$ cat src/rtl/xmb_defines.svh
`ifndef XMB_DEFINES_SVH
`define XMB_DEFINES_SVH

// ----------------------------------------
// Register indices (byte address = index * 4)
// ----------------------------------------
`define XMB_IDX_CCS        8'h8E
`define XMB_IDX_CTRL       8'h90
`define XMB_IDX_GPIO       8'h91
`define XMB_IDX_STAT       8'h92
`define XMB_IDX_PTR0       8'h93
`define XMB_IDX_PTR1       8'h94

// ----------------------------------------
// Field positions, reset values and write masks
// ----------------------------------------
`define XMB_CK_TDIV4       3
`define XMB_CT_LOW_EXT     0
`define XMB_CT_HIGH_EXT    1
`define XMB_CT_ALE_LVL     2
`define XMB_CT_PSEL        3
`define XMB_CCS_RST        8'h01
`define XMB_CCS_MASK       8'h0F
`define XMB_CTRL_RST       8'h03
`define XMB_CTRL_MASK      8'h0F

// ----------------------------------------
// Timing counts in oscillator clocks, and the reset vector
// ----------------------------------------
`define XMB_CYC_CLKS       6'h04
`define XMB_TMR_DIV_STD    4'hC
`define XMB_TMR_DIV_FAST   4'h4
`define XMB_SKIP_T         6'h04
`define XMB_FETCH_END      6'h05
`define XMB_RESET_VECTOR   16'h0000

`endif

$ cat src/rtl/xmb_pkg.sv
package xmb_pkg;
  `include "xmb_defines.svh"

  typedef enum logic [1:0] {ST_IDLE, ST_FETCH, ST_MOVE} xmb_state_e;
  typedef enum logic [1:0] {PM_USER, PM_PARALLEL, PM_SERIAL} xmb_prog_e;

  // Whole data move length in clocks: (code + 2) instruction cycles
  function automatic logic [5:0] xmb_move_clks(input logic [2:0] code);
    xmb_move_clks = 6'({3'h0, code} + 6'h02) * `XMB_CYC_CLKS;
  endfunction

  // Read or write strobe width in clocks
  function automatic logic [5:0] xmb_strobe_w(input logic [2:0] code);
    xmb_strobe_w = (code == 3'h0) ? 6'h02 : 6'({3'h0, code} * 6'h04);
  endfunction

  function automatic logic xmb_addr_ok(input logic [11:0] addr);
    logic [7:0] idx;
    idx = addr[9:2];
    xmb_addr_ok = (addr[11:10] == 2'h0) && (addr[1:0] == 2'h0) &&
                  ((idx == `XMB_IDX_CCS) || ((idx >= `XMB_IDX_CTRL) &&
                   (idx <= `XMB_IDX_PTR1)));
  endfunction

  function automatic logic [31:0] xmb_merge(input logic [31:0] old_v,
                                            input logic [31:0] new_v,
                                            input logic [3:0]  strb);
    for (int i = 0; i < 4; i++)
    begin
      xmb_merge[i*8 +: 8] = strb[i] ? new_v[i*8 +: 8] : old_v[i*8 +: 8];
    end
  endfunction
endpackage

$ cat src/rtl/xmb_sync2.sv
`timescale 1ns/10ps
module xmb_sync2 #(
  parameter int W = 1
) (
  input  wire logic         clock,
  input  wire logic [W-1:0] d,
  output logic      [W-1:0] q
);
  logic [W-1:0] stage1;

  always_ff @(posedge clock)
  begin
    stage1 <= d;
    q      <= stage1;
  end
endmodule

$ cat src/rtl/xmb_axil_slave.sv
`timescale 1ns/10ps
module xmb_axil_slave
  import xmb_pkg::*;
(
  input  wire logic        clock,
  input  wire logic        rst,
  input  wire logic [11:0] s_axi_awaddr,
  input  wire logic        s_axi_awvalid,
  output logic             s_axi_awready,
  input  wire logic [31:0] s_axi_wdata,
  input  wire logic [3:0]  s_axi_wstrb,
  input  wire logic        s_axi_wvalid,
  output logic             s_axi_wready,
  output logic [1:0]       s_axi_bresp,
  output logic             s_axi_bvalid,
  input  wire logic        s_axi_bready,
  input  wire logic [11:0] s_axi_araddr,
  input  wire logic        s_axi_arvalid,
  output logic             s_axi_arready,
  output logic [31:0]      s_axi_rdata,
  output logic [1:0]       s_axi_rresp,
  output logic             s_axi_rvalid,
  input  wire logic        s_axi_rready,
  output logic             reg_wr,
  output logic [11:0]      reg_waddr,
  output logic [31:0]      reg_wdata,
  output logic [3:0]       reg_wstrb,
  input  wire logic [31:0] reg_rdata
);
  logic aw_full, w_full;
  logic next_aw_full, next_w_full, next_bvalid, next_rvalid;
  logic next_awready, next_wready, next_arready;
  logic [11:0] next_waddr;
  logic [31:0] next_wdata, next_rdata;
  logic [3:0]  next_wstrb;
  logic [1:0]  next_bresp, next_rresp;

  always_comb
  begin
    next_aw_full = aw_full;
    next_w_full  = w_full;
    next_waddr   = reg_waddr;
    next_wdata   = reg_wdata;
    next_wstrb   = reg_wstrb;
    next_bvalid  = s_axi_bvalid && !s_axi_bready;
    next_bresp   = s_axi_bresp;
    next_rvalid  = s_axi_rvalid && !s_axi_rready;
    next_rdata   = s_axi_rdata;
    next_rresp   = s_axi_rresp;
    reg_wr       = aw_full && w_full && !s_axi_bvalid;
    if (s_axi_awvalid && s_axi_awready)
    begin
      next_aw_full = 1'b1;
      next_waddr   = s_axi_awaddr;
    end
    if (s_axi_wvalid && s_axi_wready)
    begin
      next_w_full = 1'b1;
      next_wdata  = s_axi_wdata;
      next_wstrb  = s_axi_wstrb;
    end
    if (reg_wr)
    begin
      next_aw_full = 1'b0;
      next_w_full  = 1'b0;
      next_bvalid  = 1'b1;
      next_bresp   = xmb_addr_ok(reg_waddr) ? 2'h0 : 2'h2;
    end
    if (s_axi_arvalid && s_axi_arready)
    begin
      next_rvalid = 1'b1;
      next_rdata  = xmb_addr_ok(s_axi_araddr) ? reg_rdata : 32'h0;
      next_rresp  = xmb_addr_ok(s_axi_araddr) ? 2'h0 : 2'h2;
    end
    // Ready is registered; it drops while a held beat or a response waits
    next_awready = !next_aw_full && !next_bvalid && !(reg_wr && aw_full);
    next_wready  = !next_w_full && !next_bvalid && !(reg_wr && w_full);
    next_arready = !next_rvalid;
  end

  always_ff @(posedge clock)
  begin
    if (rst)
    begin
      aw_full       <= 1'b0;
      w_full        <= 1'b0;
      reg_waddr     <= 12'h000;
      reg_wdata     <= 32'h0;
      reg_wstrb     <= 4'h0;
      s_axi_bvalid  <= 1'b0;
      s_axi_bresp   <= 2'h0;
      s_axi_rvalid  <= 1'b0;
      s_axi_rdata   <= 32'h0;
      s_axi_rresp   <= 2'h0;
      s_axi_awready <= 1'b0;
      s_axi_wready  <= 1'b0;
      s_axi_arready <= 1'b0;
    end
    else
    begin
      aw_full       <= next_aw_full;
      w_full        <= next_w_full;
      reg_waddr     <= next_waddr;
      reg_wdata     <= next_wdata;
      reg_wstrb     <= next_wstrb;
      s_axi_bvalid  <= next_bvalid;
      s_axi_bresp   <= next_bresp;
      s_axi_rvalid  <= next_rvalid;
      s_axi_rdata   <= next_rdata;
      s_axi_rresp   <= next_rresp;
      s_axi_awready <= next_awready;
      s_axi_wready  <= next_wready;
      s_axi_arready <= next_arready;
    end
  end
endmodule

$ cat src/rtl/xmb_bus_if.sv
// Register access over AXI4-Lite was left to the implementer.
`timescale 1ns/10ps
module xmb_bus_if
  import xmb_pkg::*;
(
  input  wire logic        clock,
  input  wire logic        rst,
  input  wire logic [11:0] s_axi_awaddr,
  input  wire logic        s_axi_awvalid,
  output logic             s_axi_awready,
  input  wire logic [31:0] s_axi_wdata,
  input  wire logic [3:0]  s_axi_wstrb,
  input  wire logic        s_axi_wvalid,
  output logic             s_axi_wready,
  output logic [1:0]       s_axi_bresp,
  output logic             s_axi_bvalid,
  input  wire logic        s_axi_bready,
  input  wire logic [11:0] s_axi_araddr,
  input  wire logic        s_axi_arvalid,
  output logic             s_axi_arready,
  output logic [31:0]      s_axi_rdata,
  output logic [1:0]       s_axi_rresp,
  output logic             s_axi_rvalid,
  input  wire logic        s_axi_rready,
  input  wire logic        req_valid,
  input  wire logic        req_move,
  input  wire logic        req_write,
  input  wire logic [7:0]  req_wdata,
  output logic             req_done,
  output logic [7:0]       rsp_data,
  output logic             timer_tick,
  output logic             addr_latch_strobe_o,
  output logic             addr_latch_strobe_oe,
  input  wire logic        addr_latch_strobe_i,
  output logic             program_store_strobe_n_o,
  output logic             program_store_strobe_n_oe,
  input  wire logic        program_store_strobe_n_i,
  input  wire logic        external_fetch_select_n,
  output logic             rd_n,
  output logic             wr_n,
  output logic [7:0]       low_addr_data_lines_o,
  output logic [7:0]       low_addr_data_lines_oe,
  input  wire logic [7:0]  low_addr_data_lines_i,
  output logic [7:0]       high_addr_lines_o,
  output logic [7:0]       high_addr_lines_oe
);
  // ----------------------------------------
  // Pin synchronisers and register slave
  // ----------------------------------------
  logic [7:0]  lad_s;
  logic        ale_s, pss_s, efs_s;
  logic        reg_wr;
  logic [11:0] reg_waddr;
  logic [31:0] reg_wdata, reg_rdata;
  logic [3:0]  reg_wstrb;

  xmb_sync2 #(.W(11)) u_sync (
    .clock (clock),
    .d     ({low_addr_data_lines_i, addr_latch_strobe_i, program_store_strobe_n_i,
             external_fetch_select_n}),
    .q     ({lad_s, ale_s, pss_s, efs_s})
  );

  xmb_axil_slave u_axil (
    .clock         (clock),
    .rst           (rst),
    .s_axi_awaddr  (s_axi_awaddr),
    .s_axi_awvalid (s_axi_awvalid),
    .s_axi_awready (s_axi_awready),
    .s_axi_wdata   (s_axi_wdata),
    .s_axi_wstrb   (s_axi_wstrb),
    .s_axi_wvalid  (s_axi_wvalid),
    .s_axi_wready  (s_axi_wready),
    .s_axi_bresp   (s_axi_bresp),
    .s_axi_bvalid  (s_axi_bvalid),
    .s_axi_bready  (s_axi_bready),
    .s_axi_araddr  (s_axi_araddr),
    .s_axi_arvalid (s_axi_arvalid),
    .s_axi_arready (s_axi_arready),
    .s_axi_rdata   (s_axi_rdata),
    .s_axi_rresp   (s_axi_rresp),
    .s_axi_rvalid  (s_axi_rvalid),
    .s_axi_rready  (s_axi_rready),
    .reg_wr        (reg_wr),
    .reg_waddr     (reg_waddr),
    .reg_wdata     (reg_wdata),
    .reg_wstrb     (reg_wstrb),
    .reg_rdata     (reg_rdata)
  );

  // ----------------------------------------
  // State
  // ----------------------------------------
  xmb_state_e  state, next_state;
  xmb_prog_e   prog_mode, next_prog_mode;
  logic [1:0]  ph, next_ph;
  logic [5:0]  t, next_t;
  logic [2:0]  move_code, next_move_code;
  logic        move_wr, next_move_wr;
  logic [15:0] move_addr, next_move_addr;
  logic [7:0]  move_wdata, next_move_wdata;
  logic [15:0] fetch_pc, next_fetch_pc;
  logic [3:0]  tdiv, next_tdiv;
  logic [7:0]  clock_control_stretch, next_ccs;
  logic [7:0]  ctrl, next_ctrl;
  logic [31:0] gpio, next_gpio;
  logic [15:0] block_move_pointer [2];
  logic [15:0] next_ptr [2];
  logic        rst_q, fetch_ext, next_fetch_ext;
  logic        next_ale, next_program_store_strobe, next_rd, next_wr, next_done, next_tick;
  logic [7:0]  next_lad, next_lad_oe, next_hal, next_hal_oe, next_rsp;
  logic        low_ext, high_ext, busy, start;
  logic [5:0]  w_len, t_len;

  assign low_ext  = ctrl[`XMB_CT_LOW_EXT];
  assign high_ext = ctrl[`XMB_CT_HIGH_EXT];
  assign busy     = (state != ST_IDLE);
  assign w_len    = xmb_strobe_w(move_code);
  assign t_len    = xmb_move_clks(move_code);

  // ----------------------------------------
  // Next-state logic
  // ----------------------------------------
  always_comb
  begin
    next_state      = state;
    next_t          = t + 6'h01;
    next_ph         = ph + 2'h1;
    next_move_code  = move_code;
    next_move_wr    = move_wr;
    next_move_addr  = move_addr;
    next_move_wdata = move_wdata;
    next_fetch_pc   = fetch_pc;
    next_done       = 1'b0;
    next_rsp        = rsp_data;
    next_ccs        = clock_control_stretch;
    next_ctrl       = ctrl;
    next_gpio       = gpio;
    next_ptr        = block_move_pointer;
    start           = 1'b0;
    // Requests start only on the last phase so every access opens a cycle
    unique case (state)
      ST_IDLE:
      begin
        next_t = 6'h00;
        if (ph == 2'h3 && req_valid && low_ext && (req_move || fetch_ext))
        begin
          start          = 1'b1;
          next_move_code = clock_control_stretch[2:0];
          next_move_wr   = req_move && req_write;
          next_move_wdata = req_wdata;
          if (req_move)
          begin
            next_state     = ST_MOVE;
            next_move_addr = block_move_pointer[ctrl[`XMB_CT_PSEL]];
          end
          else
          begin
            next_state     = ST_FETCH;
            next_move_addr = fetch_pc;
            next_fetch_pc  = fetch_pc + 16'h0001;
          end
        end
      end
      ST_FETCH:
      begin
        if (t == `XMB_FETCH_END)
        begin
          next_rsp   = lad_s;
          next_done  = 1'b1;
          next_state = ST_IDLE;
        end
      end
      ST_MOVE:
      begin
        if (!move_wr && t == w_len + 6'h05)
          next_rsp = lad_s;
        if (t == t_len - 6'h01)
        begin
          next_done  = 1'b1;
          next_state = ST_IDLE;
        end
      end
    endcase
    // Pins; addr/data split across two ports gives the 16-bit bus
    next_ale = low_ext ? (ph == 2'h0 && !(state == ST_MOVE && t == `XMB_SKIP_T))
                       : ctrl[`XMB_CT_ALE_LVL];
    next_program_store_strobe = !(low_ext && state == ST_FETCH && t >= 6'h01 && t <= 6'h03);
    next_rd = !(state == ST_MOVE && !move_wr && t >= `XMB_SKIP_T &&
                t < `XMB_SKIP_T + w_len);
    next_wr = !(state == ST_MOVE && move_wr && t >= `XMB_SKIP_T &&
                t < `XMB_SKIP_T + w_len);
    next_lad    = gpio[7:0];
    next_lad_oe = gpio[23:16];
    if (low_ext)
    begin
      next_lad    = (busy && t < 6'h02) ? move_addr[7:0] : move_wdata;
      next_lad_oe = (busy && t < 6'h02) || (state == ST_MOVE && move_wr &&
                    t < t_len - 6'h01) ? 8'hFF : 8'h00;
    end
    next_hal    = high_ext ? (busy ? move_addr[15:8] : high_addr_lines_o) : gpio[15:8];
    next_hal_oe = high_ext ? 8'hFF : gpio[31:24];
    // Timer prescaler; clock itself is the undivided oscillator
    next_tick = 1'b0;
    next_tdiv = tdiv + 4'h1;
    // At or past the end, so a switch to the short divide never wraps the counter
    if (tdiv >= (clock_control_stretch[`XMB_CK_TDIV4] ? `XMB_TMR_DIV_FAST
                                                        : `XMB_TMR_DIV_STD) - 4'h1)
    begin
      next_tdiv = 4'h0;
      next_tick = 1'b1;
    end
    if (reg_wr && xmb_addr_ok(reg_waddr))
    begin
      unique case (reg_waddr[9:2])
        `XMB_IDX_CCS:
          next_ccs = 8'(xmb_merge({24'h0, clock_control_stretch}, reg_wdata, reg_wstrb))
                     & `XMB_CCS_MASK;
        `XMB_IDX_CTRL:
          next_ctrl = 8'(xmb_merge({24'h0, ctrl}, reg_wdata, reg_wstrb)) & `XMB_CTRL_MASK;
        `XMB_IDX_GPIO: next_gpio = xmb_merge(gpio, reg_wdata, reg_wstrb);
        `XMB_IDX_PTR0:
          next_ptr[0] = 16'(xmb_merge({16'h0, block_move_pointer[0]}, reg_wdata, reg_wstrb));
        `XMB_IDX_PTR1:
          next_ptr[1] = 16'(xmb_merge({16'h0, block_move_pointer[1]}, reg_wdata, reg_wstrb));
        default: ;
      endcase
    end
  end

  // Read mux; the slave answers unmapped addresses itself
  always_comb
  begin
    unique case (s_axi_araddr[9:2])
      `XMB_IDX_CCS:   reg_rdata = {24'h0, clock_control_stretch};
      `XMB_IDX_CTRL:  reg_rdata = {24'h0, ctrl};
      `XMB_IDX_GPIO:  reg_rdata = gpio;
      `XMB_IDX_STAT:  reg_rdata = {20'h0, low_addr_data_lines_i_seen(lad_s), busy,
                                   fetch_ext, prog_mode};
      `XMB_IDX_PTR0:  reg_rdata = {16'h0, block_move_pointer[0]};
      `XMB_IDX_PTR1:  reg_rdata = {16'h0, block_move_pointer[1]};
      default:        reg_rdata = 32'h0;
    endcase
  end

  function automatic logic [7:0] low_addr_data_lines_i_seen(input logic [7:0] v);
    low_addr_data_lines_i_seen = v;
  endfunction

  // Straps: the mode must survive reset, so these flops carry no reset
  always_comb
  begin
    next_prog_mode = prog_mode;
    next_fetch_ext = fetch_ext;
    if (rst_q && !rst)
    begin
      next_fetch_ext = !efs_s;
      if (!ale_s && pss_s)
        next_prog_mode = PM_PARALLEL;
      else if (ale_s && !pss_s)
        next_prog_mode = PM_SERIAL;
      else
        next_prog_mode = PM_USER;
    end
  end

  always_ff @(posedge clock)
  begin
    rst_q     <= rst;
    prog_mode <= next_prog_mode;
    fetch_ext <= next_fetch_ext;
  end

  // ----------------------------------------
  // Registers
  // ----------------------------------------
  always_ff @(posedge clock)
  begin
    if (rst)
    begin
      state <= ST_IDLE;
      ph <= 2'h0;
      t <= 6'h00;
      move_code <= 3'h0;
      move_wr <= 1'b0;
      move_addr <= 16'h0000;
      move_wdata <= 8'h00;
      fetch_pc <= `XMB_RESET_VECTOR;
      tdiv <= 4'h0;
      clock_control_stretch <= `XMB_CCS_RST;
      ctrl <= `XMB_CTRL_RST;
      gpio <= 32'h0;
      block_move_pointer <= '{16'h0000, 16'h0000};
      req_done <= 1'b0;
      rsp_data <= 8'h00;
      timer_tick <= 1'b0;
      // Strap pins released while reset is high so they can be read
      addr_latch_strobe_o <= 1'b0;
      addr_latch_strobe_oe <= 1'b0;
      program_store_strobe_n_o <= 1'b1;
      program_store_strobe_n_oe <= 1'b0;
      rd_n <= 1'b1;
      wr_n <= 1'b1;
      low_addr_data_lines_o <= 8'h00;
      low_addr_data_lines_oe <= 8'h00;
      high_addr_lines_o <= 8'h00;
      high_addr_lines_oe <= 8'h00;
    end
    else
    begin
      state <= next_state;
      ph <= next_ph;
      t <= next_t;
      move_code <= next_move_code;
      move_wr <= next_move_wr;
      move_addr <= next_move_addr;
      move_wdata <= next_move_wdata;
      fetch_pc <= next_fetch_pc;
      tdiv <= next_tdiv;
      clock_control_stretch <= next_ccs;
      ctrl <= next_ctrl;
      gpio <= next_gpio;
      block_move_pointer <= next_ptr;
      req_done <= next_done;
      rsp_data <= next_rsp;
      timer_tick <= next_tick;
      addr_latch_strobe_o <= next_ale;
      addr_latch_strobe_oe <= 1'b1;
      program_store_strobe_n_o <= next_program_store_strobe;
      program_store_strobe_n_oe <= 1'b1;
      rd_n <= next_rd;
      wr_n <= next_wr;
      low_addr_data_lines_o <= next_lad;
      low_addr_data_lines_oe <= next_lad_oe;
      high_addr_lines_o <= next_hal;
      high_addr_lines_oe <= next_hal_oe;
    end
  end

  logic [5:0] stb_len;
  always_ff @(posedge clock)
    stb_len <= (rst || (rd_n && wr_n)) ? 6'h00 : stb_len + 6'h01;
endmodule

$ cat config.mk
export PLATFORM = sky130hd
export DESIGN_NAME = xmb_bus_if
export DESIGN_NICKNAME = d
export VERILOG_FILES = /design/src/rtl/xmb_pkg.sv /design/src/rtl/xmb_sync2.sv /design/src/rtl/xmb_axil_slave.sv /design/src/rtl/xmb_bus_if.sv
export VERILOG_INCLUDE_DIRS = /design/src /design/src/rtl
export SDC_FILE = /design/constraint.sdc
export NUM_CORES = 1
export LEC_CHECK = 0
export BUFFER_PORTS_ARGS = -buffer_cell sky130_fd_sc_hd__buf_2
export CORE_MARGIN = 5
export CORE_UTILIZATION = 41
export DETAILED_ROUTE_END_ITERATION = 10
export GPL_ROUTABILITY_DRIVEN = 0
export PLACE_DENSITY_LB_ADDON = 0.08
export SYNTH_ARGS = -nofsm -noshare
export SYNTH_HDL_FRONTEND = slang
export SYNTH_HIERARCHICAL = 1
export SYNTH_SLANG_ARGS = --single-unit
export TNS_END_PERCENT = 100
$ cat constraint.sdc
create_clock -name clock -period 3.2 [get_ports clock]
set_input_delay 0.16 -clock clock [delete_from_list [all_inputs] [get_ports clock]]
set_output_delay 0.16 -clock clock [all_outputs]
set_load 0.05 [all_outputs]
==> results.toml, run 1 <==
[clock_network]
cts_hold_buf = 70
cts_root_buffer = "clkbuf_16"
cts_made_buffers = 34
cts_tree = "built"
ctsHtreeMaxLevel = 2
clockBufferDepth = 3
post_cts.repair.setup_buffers = 0
clock_sinks = 292
ctsResizeCount = 0
clk_pin_slew_ps = 60
clkLatencyLatePin_ps = 510

[worst_setup_path]
worstPathCellList = "inv_1 -> ha_1 -> nand2b_1 -> inv_1 -> nor2_1 -> ha_1 -> xnor2_1 -> ha_1 -> and3_1 -> a21oi_1 -> a211oi_4 -> buf_4 -> mux2i_1"
cp.required_ps = 3620
reg2reg_setup_slack_ps = 500
crit_top_cell = "ha_1"
path_buf_inv = 3
r2r_start = "move_code[0]"
cpPeakStageDelay_ps = 360
timing.rr.end = "rsp_data[2]"
critPathCapture = "rsp_data[2]"
crit_path_end_kind = "register"
cp.depth = 13
crit_slowest_cell = "dfxtp_1"
worstPathMaxFanout = 8
worst_setup_path_start_kind = "register"
r2r_cells = 13
worstSetupStartpoint = "move_code[0]"
arrival_ps = 3120
crit_type = "register to register"
cpLargestDelayFamily = "adder cells"

[synthesis]
synth_top_area_share_pct = 46.83
synth_compound_area_share_pct = 18.28
synth_simple_gate_area_share_pct = 20.93
synth_ff_type = "dfxtp_1"
yosysTopAreaCell = "dfxtp_1"
synth-async-reset-ratio_pct = 0
netlist_area_mm2 = 0.01235
ys_seq_area_share_pct = 47.56
synth_warnings = 6
yosys_register_bits = 292
synthAdderAreaFrac_pct = 2.633
synth_xor_area_share_pct = 0.9217
synthCells = 1414
synthMuxAreaShare_pct = 4.163
synth_edf_count = 3
synthTopCellsByArea = "dfxtp_1 47%, nand2_1 6.1%, a21oi_1 6.0%"
avgSynthCellArea_um2 = 8.736
synth_cell_types = 72
synth_top_family_by_area = "simple AND/OR/NAND/NOR gates"

[placed_design]
place_hpwl_um = 25880
pre_cts_ws_ps = 603.5
port_buffers = 175

[timing]
hold_viol_final = 0
finalMaxSlewViolations = 0
max_freq_ghz = 0.3701
fin_ws_ps = 497.9
setup_viol = 0
finClkSkew_ps = 15.12
tightest_slew_ps = 1076
slew_headroom_pct = 28.18
layout_min_cycle_time_ps = 2702
rsz0062_at_grt = "no"
fin_crit_sh_pct = 84.44
setup_tns_ps = 0

[power_and_ir_drop]
p_switching_mw = 2.252
power.density_mw_per_mm2 = 571.1
power.share.switching_pct = 25.75
clkPwrFrac_pct = 43.8
power.share.combinational_pct = 11.9
seqPwrFrac_pct = 44.3
internal_power_mw = 6.493
peakVddDrop_mv = 0.3697
power.leakage_nw = 5.853

[finish]
syn_to_final_growth_pct = 23.95
nNetsFinal = 1736
drive_gt1_share_pct = 19.16
antenna_cells = 0
fin_util_pct = 51.53

[die]
die_area_mm2 = 0.03370
io_pins = 178
coreArea_mm2 = 0.02972
die_w_um = 183.6
initial_core_util_pct = 41.57
rows = 63
die_y_um = 183.6

[run_status]
status = "finished clean"

[routing]
dr_total_vias = 10730
ant_nets = 0
drc = 0
drt-wirelength-per-cell_um = 17.99
dr.first_iter.drc_count = 976
via_per_inst = 5.276
drt-total-wl_um = 36590
first_pass_iters = 5

[grt]
grt_pass1_wl_um = 57310
gr-total-overflow = 0
grt_max_degree = 135
gr-usage-all-layers_pct = 21.01
grt_antenna_before_repair = 1
grt_pass1_vias = 10140

[min_path]
hp-class = "input pin to register"

[run]
maxCapViolations = 0
-- cell type report --
cell class              count  area, um2
fillers                  2848      14410
flip-flops and latches    292       5876
multi-input cells         961       5808
repair buffers            271       1790
clock buffers              49       1011
well taps                 390      488.0
inverters                  61      229.0
clock inverters            10      110.1
-- cell usage in the layout, fill, tap and decap left out, drive strengths merged, types with 20 or more instances in the layout --
master	instances
nand4	23
buf	201
o31ai	20
mux2i	39
nor2	110
dlygate4sd3	70
a21oi	149
dfxtp	289
nand2	201
and2	30
inv	61
o21ai	81
ha	26
nand3	68
clkbuf	49
-- through the flow --
step	cell area, um2	hold WS [ps]	power, mW	instances
final	15310	37.33	8.745	2034
after global routing	15310	21.64	9.106	2034
after CTS	15310	7.348	8.840	2034
after detailed placement	13490	263.6	4.929	1905
after global placement	13490	262.0	4.922	1905
after floorplan	12360	187.7	4.612	1415
-- cell usage after synthesis (14+ instances only) --
master and count:
nor2_1 110, and2_1 29, nand4_1 22, inv_1 61, ha_1 26, clkbuf_1 64, nand3_1 68, dfxtp_1 289
buf_1 15, a21oi_1 149, a221o_1 16, mux2i_1 39, nor2b_1 14, o31ai_1 20, o21ai_2 30, nand2_1 201
o21ai_0 41, a311oi_1 14, a2111oi_0 16
-- flip-flops by register name, summed over array words and instances, names as in the netlist, 11 cells and up --
| name | flops |
|---|---|
| block_move_pointer | 32 |
| gpio | 32 |
| u_axil/reg_wdata | 32 |
| u_axil/s_axi_rdata | 32 |
| fetch_pc | 16 |
| move_addr | 16 |
| u_axil/reg_waddr | 12 |
| u_sync/q | 11 |
| u_sync/stage1 | 11 |
-- worst register-to-register path: stages, from the launching register on --
cell and delay, ps:
dfxtp_1 360, inv_1 110, ha_1 210, nand2b_1 70, inv_1 60, nor2_1 210
ha_1 210, xnor2_1 70, ha_1 300, and3_1 200, a21oi_1 110, a211oi_4 230
buf_4 260, mux2i_1 230
-- worst min-delay path by stage --
stage / from / endpoint / slack, ps / cells past startpoint
after floorplan: rst / rst_q / 190 / 0
after global placement: low_addr_data_lines_i[3] / u_sync/stage1[6] / 260 / 1
after detailed placement: low_addr_data_lines_i[0] / u_sync/stage1[3] / 260 / 1
after CTS: s_axi_arvalid / u_axil/s_axi_rresp[1] / 7 / 3
after global routing: s_axi_arvalid / u_axil/s_axi_rresp[1] / 20 / 3
final: s_axi_arvalid / u_axil/s_axi_rresp[1] / 40 / 3
-- layer usage --
| metal | global-route usage (%) | share of wire (%) | vias up |
|---|---|---|---|
| met3 | 3.423 | 6.5 | 44 |
| met2 | 30.53 | 41 | 292 |
| met1 | 32.64 | 51 | 5028 |
| met4 | 4.559 | 1.7 | 0 |
| li1 | - | - | 5367 |
| met5 | 0 | 0 | - |
-- power by group through the flow --
stage	clock network (mW)	registers, mW	logic [mW]
CTS	3.92	3.87	1.05
detailed placement	0	3.95	0.978
finish	3.83	3.87	1.04
global route	4.09	3.89	1.13
global placement	0	3.95	0.969
floorplan	0	4.13	0.479
-- logic make-up after synthesis --
group	after synthesis
xor gates and xnor gates	13
other	1
AOI/OAI and AO/OA	346
buffers and inverters	162
muxes	46
adders and majority gates	26
DFF	292
and+or+nand+nor	528
Power figures use the tool's default switching activity.
==> inputs of run 2 (changes only) <==
==> constraint.sdc (replaced) <==
create_clock -name clock -period 2.2 [get_ports clock]
set_input_delay 0.11 -clock clock [delete_from_list [all_inputs] [get_ports clock]]
set_output_delay 0.11 -clock clock [all_outputs]
set_load 0.05 [all_outputs]
==> run 2 against run 1 <==
Net effect: the run now ends with setup timing left; via count grew 2.4%; clock skew about the same; die area unchanged; hold slack improved by 120 ps; cell count is 2.6% higher; setup slack lost 670 ps; register-to-register slack got worse by 670 ps; first-iteration DRC count shrank 17%; count of clock-buffer cells in the layout did not move; routed wire length increased by 0.87%; critical path type unchanged.
==> results.toml, run 2 (synthesized netlist as in run 1, its figures left out) <==
[finish]
final_cell_mix = "286 x dfxtp_1, 201 x nand2_1, 174 x buf_2"
fill_cells = 2791
stdcell_area_mm2 = 0.01594
syn_to_final_growth_pct = 29.04
antenna_cells = 0
drive_gt1_share_pct = 22.45
nNetsFinal = 1787
layout_commonest_cell = "dfxtp_1"

[routing]
via_per_inst = 5.266
first_pass_iters = 5
drc = 0
dr.first_iter.drc_count = 808
drt-total-wl_um = 36910
dr_total_vias = 10990
ant_nets = 0
drt-wirelength-per-cell_um = 17.69

[power_and_ir_drop]
peakVddDrop_mv = 0.4994
p_total_mw = 12.99
power.share.switching_pct = 25.79
power.leakage_nw = 6.161
clkPwrFrac_pct = 44.3
power.share.combinational_pct = 12.4
power.density_mw_per_mm2 = 814.7
seqPwrFrac_pct = 43.3
p_switching_mw = 3.350
internal_power_mw = 9.636

[clock_network]
clock_sinks = 292
cts_root_buffer = "clkbuf_16"
clockBufferDepth = 3
clkLatencyLatePin_ps = 510
clk_pin_slew_ps = 60
cts_tree = "built"
ctsHtreeMaxLevel = 2
cts_made_buffers = 34

[worst_setup_path]
arrival_ps = 2790
worstPathMaxFanout = 8
r2r_start = "move_code[1]"
reg2reg_setup_slack_ps = -170
r2r_cells = 13
crit_type = "register to register"
crit_path_end_kind = "register"
crit_slowest_cell = "dfxtp_4"
cp.required_ps = 2620
timing.rr.end = "rsp_data[2]"
worst_setup_path_start_kind = "register"
worstPathCellList = "inv_4 -> ha_4 -> nand2b_1 -> inv_2 -> nor2_4 -> ha_4 -> xnor2_2 -> ha_1 -> and3_4 -> a21oi_4 -> a211oi_4 -> buf_12 -> mux2i_1"
cpPeakStageDelay_ps = 360
crit_top_cell = "ha_4"

[grt]
gr-usage-all-layers_pct = 21.58
grt_antenna_before_repair = 0
grt_pass1_vias = 10630
grt_pass1_wl_um = 59070
grt_max_degree = 72
gr-total-overflow = 0

[placed_design]
place_hpwl_um = 26240
port_buffers = 175
placed_area_mm2 = 0.01391

[die]
die_y_um = 183.6
coreArea_mm2 = 0.02972
die_w_um = 183.6
die_area_mm2 = 0.03370
initial_core_util_pct = 41.57
io_pins = 178
rows = 63

[timing]
tightest_slew_ps = 699.1
finalMaxSlewViolations = 0
setup_viol = 17
max_freq_ghz = 0.4216
finClkSkew_ps = 14.71
hold_viol_final = 0
layout_min_cycle_time_ps = 2372
fin_ws_ps = -172.1
rsz0062_at_grt = "yes"
fin_crit_sh_pct = 107.8
slew_headroom_pct = 52.19

[min_path]
hold_path_end = "u_axil/s_axi_rresp[1]"
whs_path_depth = 4
hp-class = "input pin to register"
min_from = "s_axi_araddr[10]"

[run]
maxCapViolations = 0

[run_status]
status = "finished, violations left"
violations = "setup timing"
## run 2: worst max-delay path: cells and delay by family, from the launching register on
| kind | cells | cell delay (ps) |
|---|---|---|
| multiplexers | 1 | 200 |
| XOR/XNOR | 1 | 120 |
| AND/OR/NAND/NOR | 3 | 330 |
| adder cells (fa/ha/maj) | 3 | 570 |
| flip-flops | 1 | 360 |
| buffers and inverters | 3 | 350 |
| AO/OA/AOI/OAI | 2 | 340 |
## run 2: cell type report
cell class | count | area, um2 | area share [%]
Clock buffer | 49 | 1010 | 6.334
Clock inverter | 12 | 145.1 | 0.9105
Inverter | 61 | 234.0 | 1.468
Multi-Input combinational cell | 961 | 5928 | 37.19
Sequential cell | 292 | 5882 | 36.90
Tap cell | 390 | 488.0 | 3.061
Timing Repair Buffer | 322 | 2253 | 14.14
## run 2: worst max path at each step
stage | startpoint | endpoint | slack (ps) | cells after the start
floorplan | move_code[1] | rsp_data[0] | -60 | 12
global placement | move_code[1] | rsp_data[6] | -140 | 13
detailed placement | move_code[1] | rsp_data[5] | -240 | 13
CTS | move_code[1] | rsp_data[2] | -170 | 13
global route | move_code[1] | rsp_data[2] | -260 | 13
finish | move_code[1] | rsp_data[2] | -170 | 13
## run 2: per-stage QoR
stage	hold slack [ps]	setup slack, ps	util [%]	TNS, ps	instances
final	160.8	-172.1	53.64	-1897	2087
after CTS	129.1	-167.7	53.57	-1781	2087
after global routing	183.2	-258.6	53.64	-3184	2087
after detailed placement	213.6	-241.6	46.82	-2413	1946
after floorplan	137.7	-56.97	-	-455.7	1415
after global placement	212.2	-143.8	46.82	-1536	1946
## run 2: power groups by stage
stage	logic (mW)	clock network [mW]	registers, mW
2_1_floorplan	0.702	0	6.01
3_3_place_gp	1.49	0	5.74
3_5_place_dp	1.50	0	5.74
4_1_cts	1.61	5.89	5.62
5_1_grt	1.74	6.13	5.64
6_report	1.61	5.76	5.62
## run 2: what timing repair did
| action | in CTS | in global routing |
|---|---|---|
| endpoints found under the setup margin | 17 | 19 |
| hold buffers | 77 | 0 |
| buffers inserted | 3 | 0 |
| hold endpoints to repair | 89 | 0 |
| pin swaps | 9 | 2 |
| gates resized for setup | 11 | 4 |
## run 2: metal layers
layer	up-vias	wire, um	track usage [%]	share of wire (%)
met4	0	560	4.499	1.5
met1	5140	18470	33.08	50
met5	-	0	0	0
met2	332	15540	31.71	42
li1	5468	-	-	-
met3	50	2347	3.858	6.4
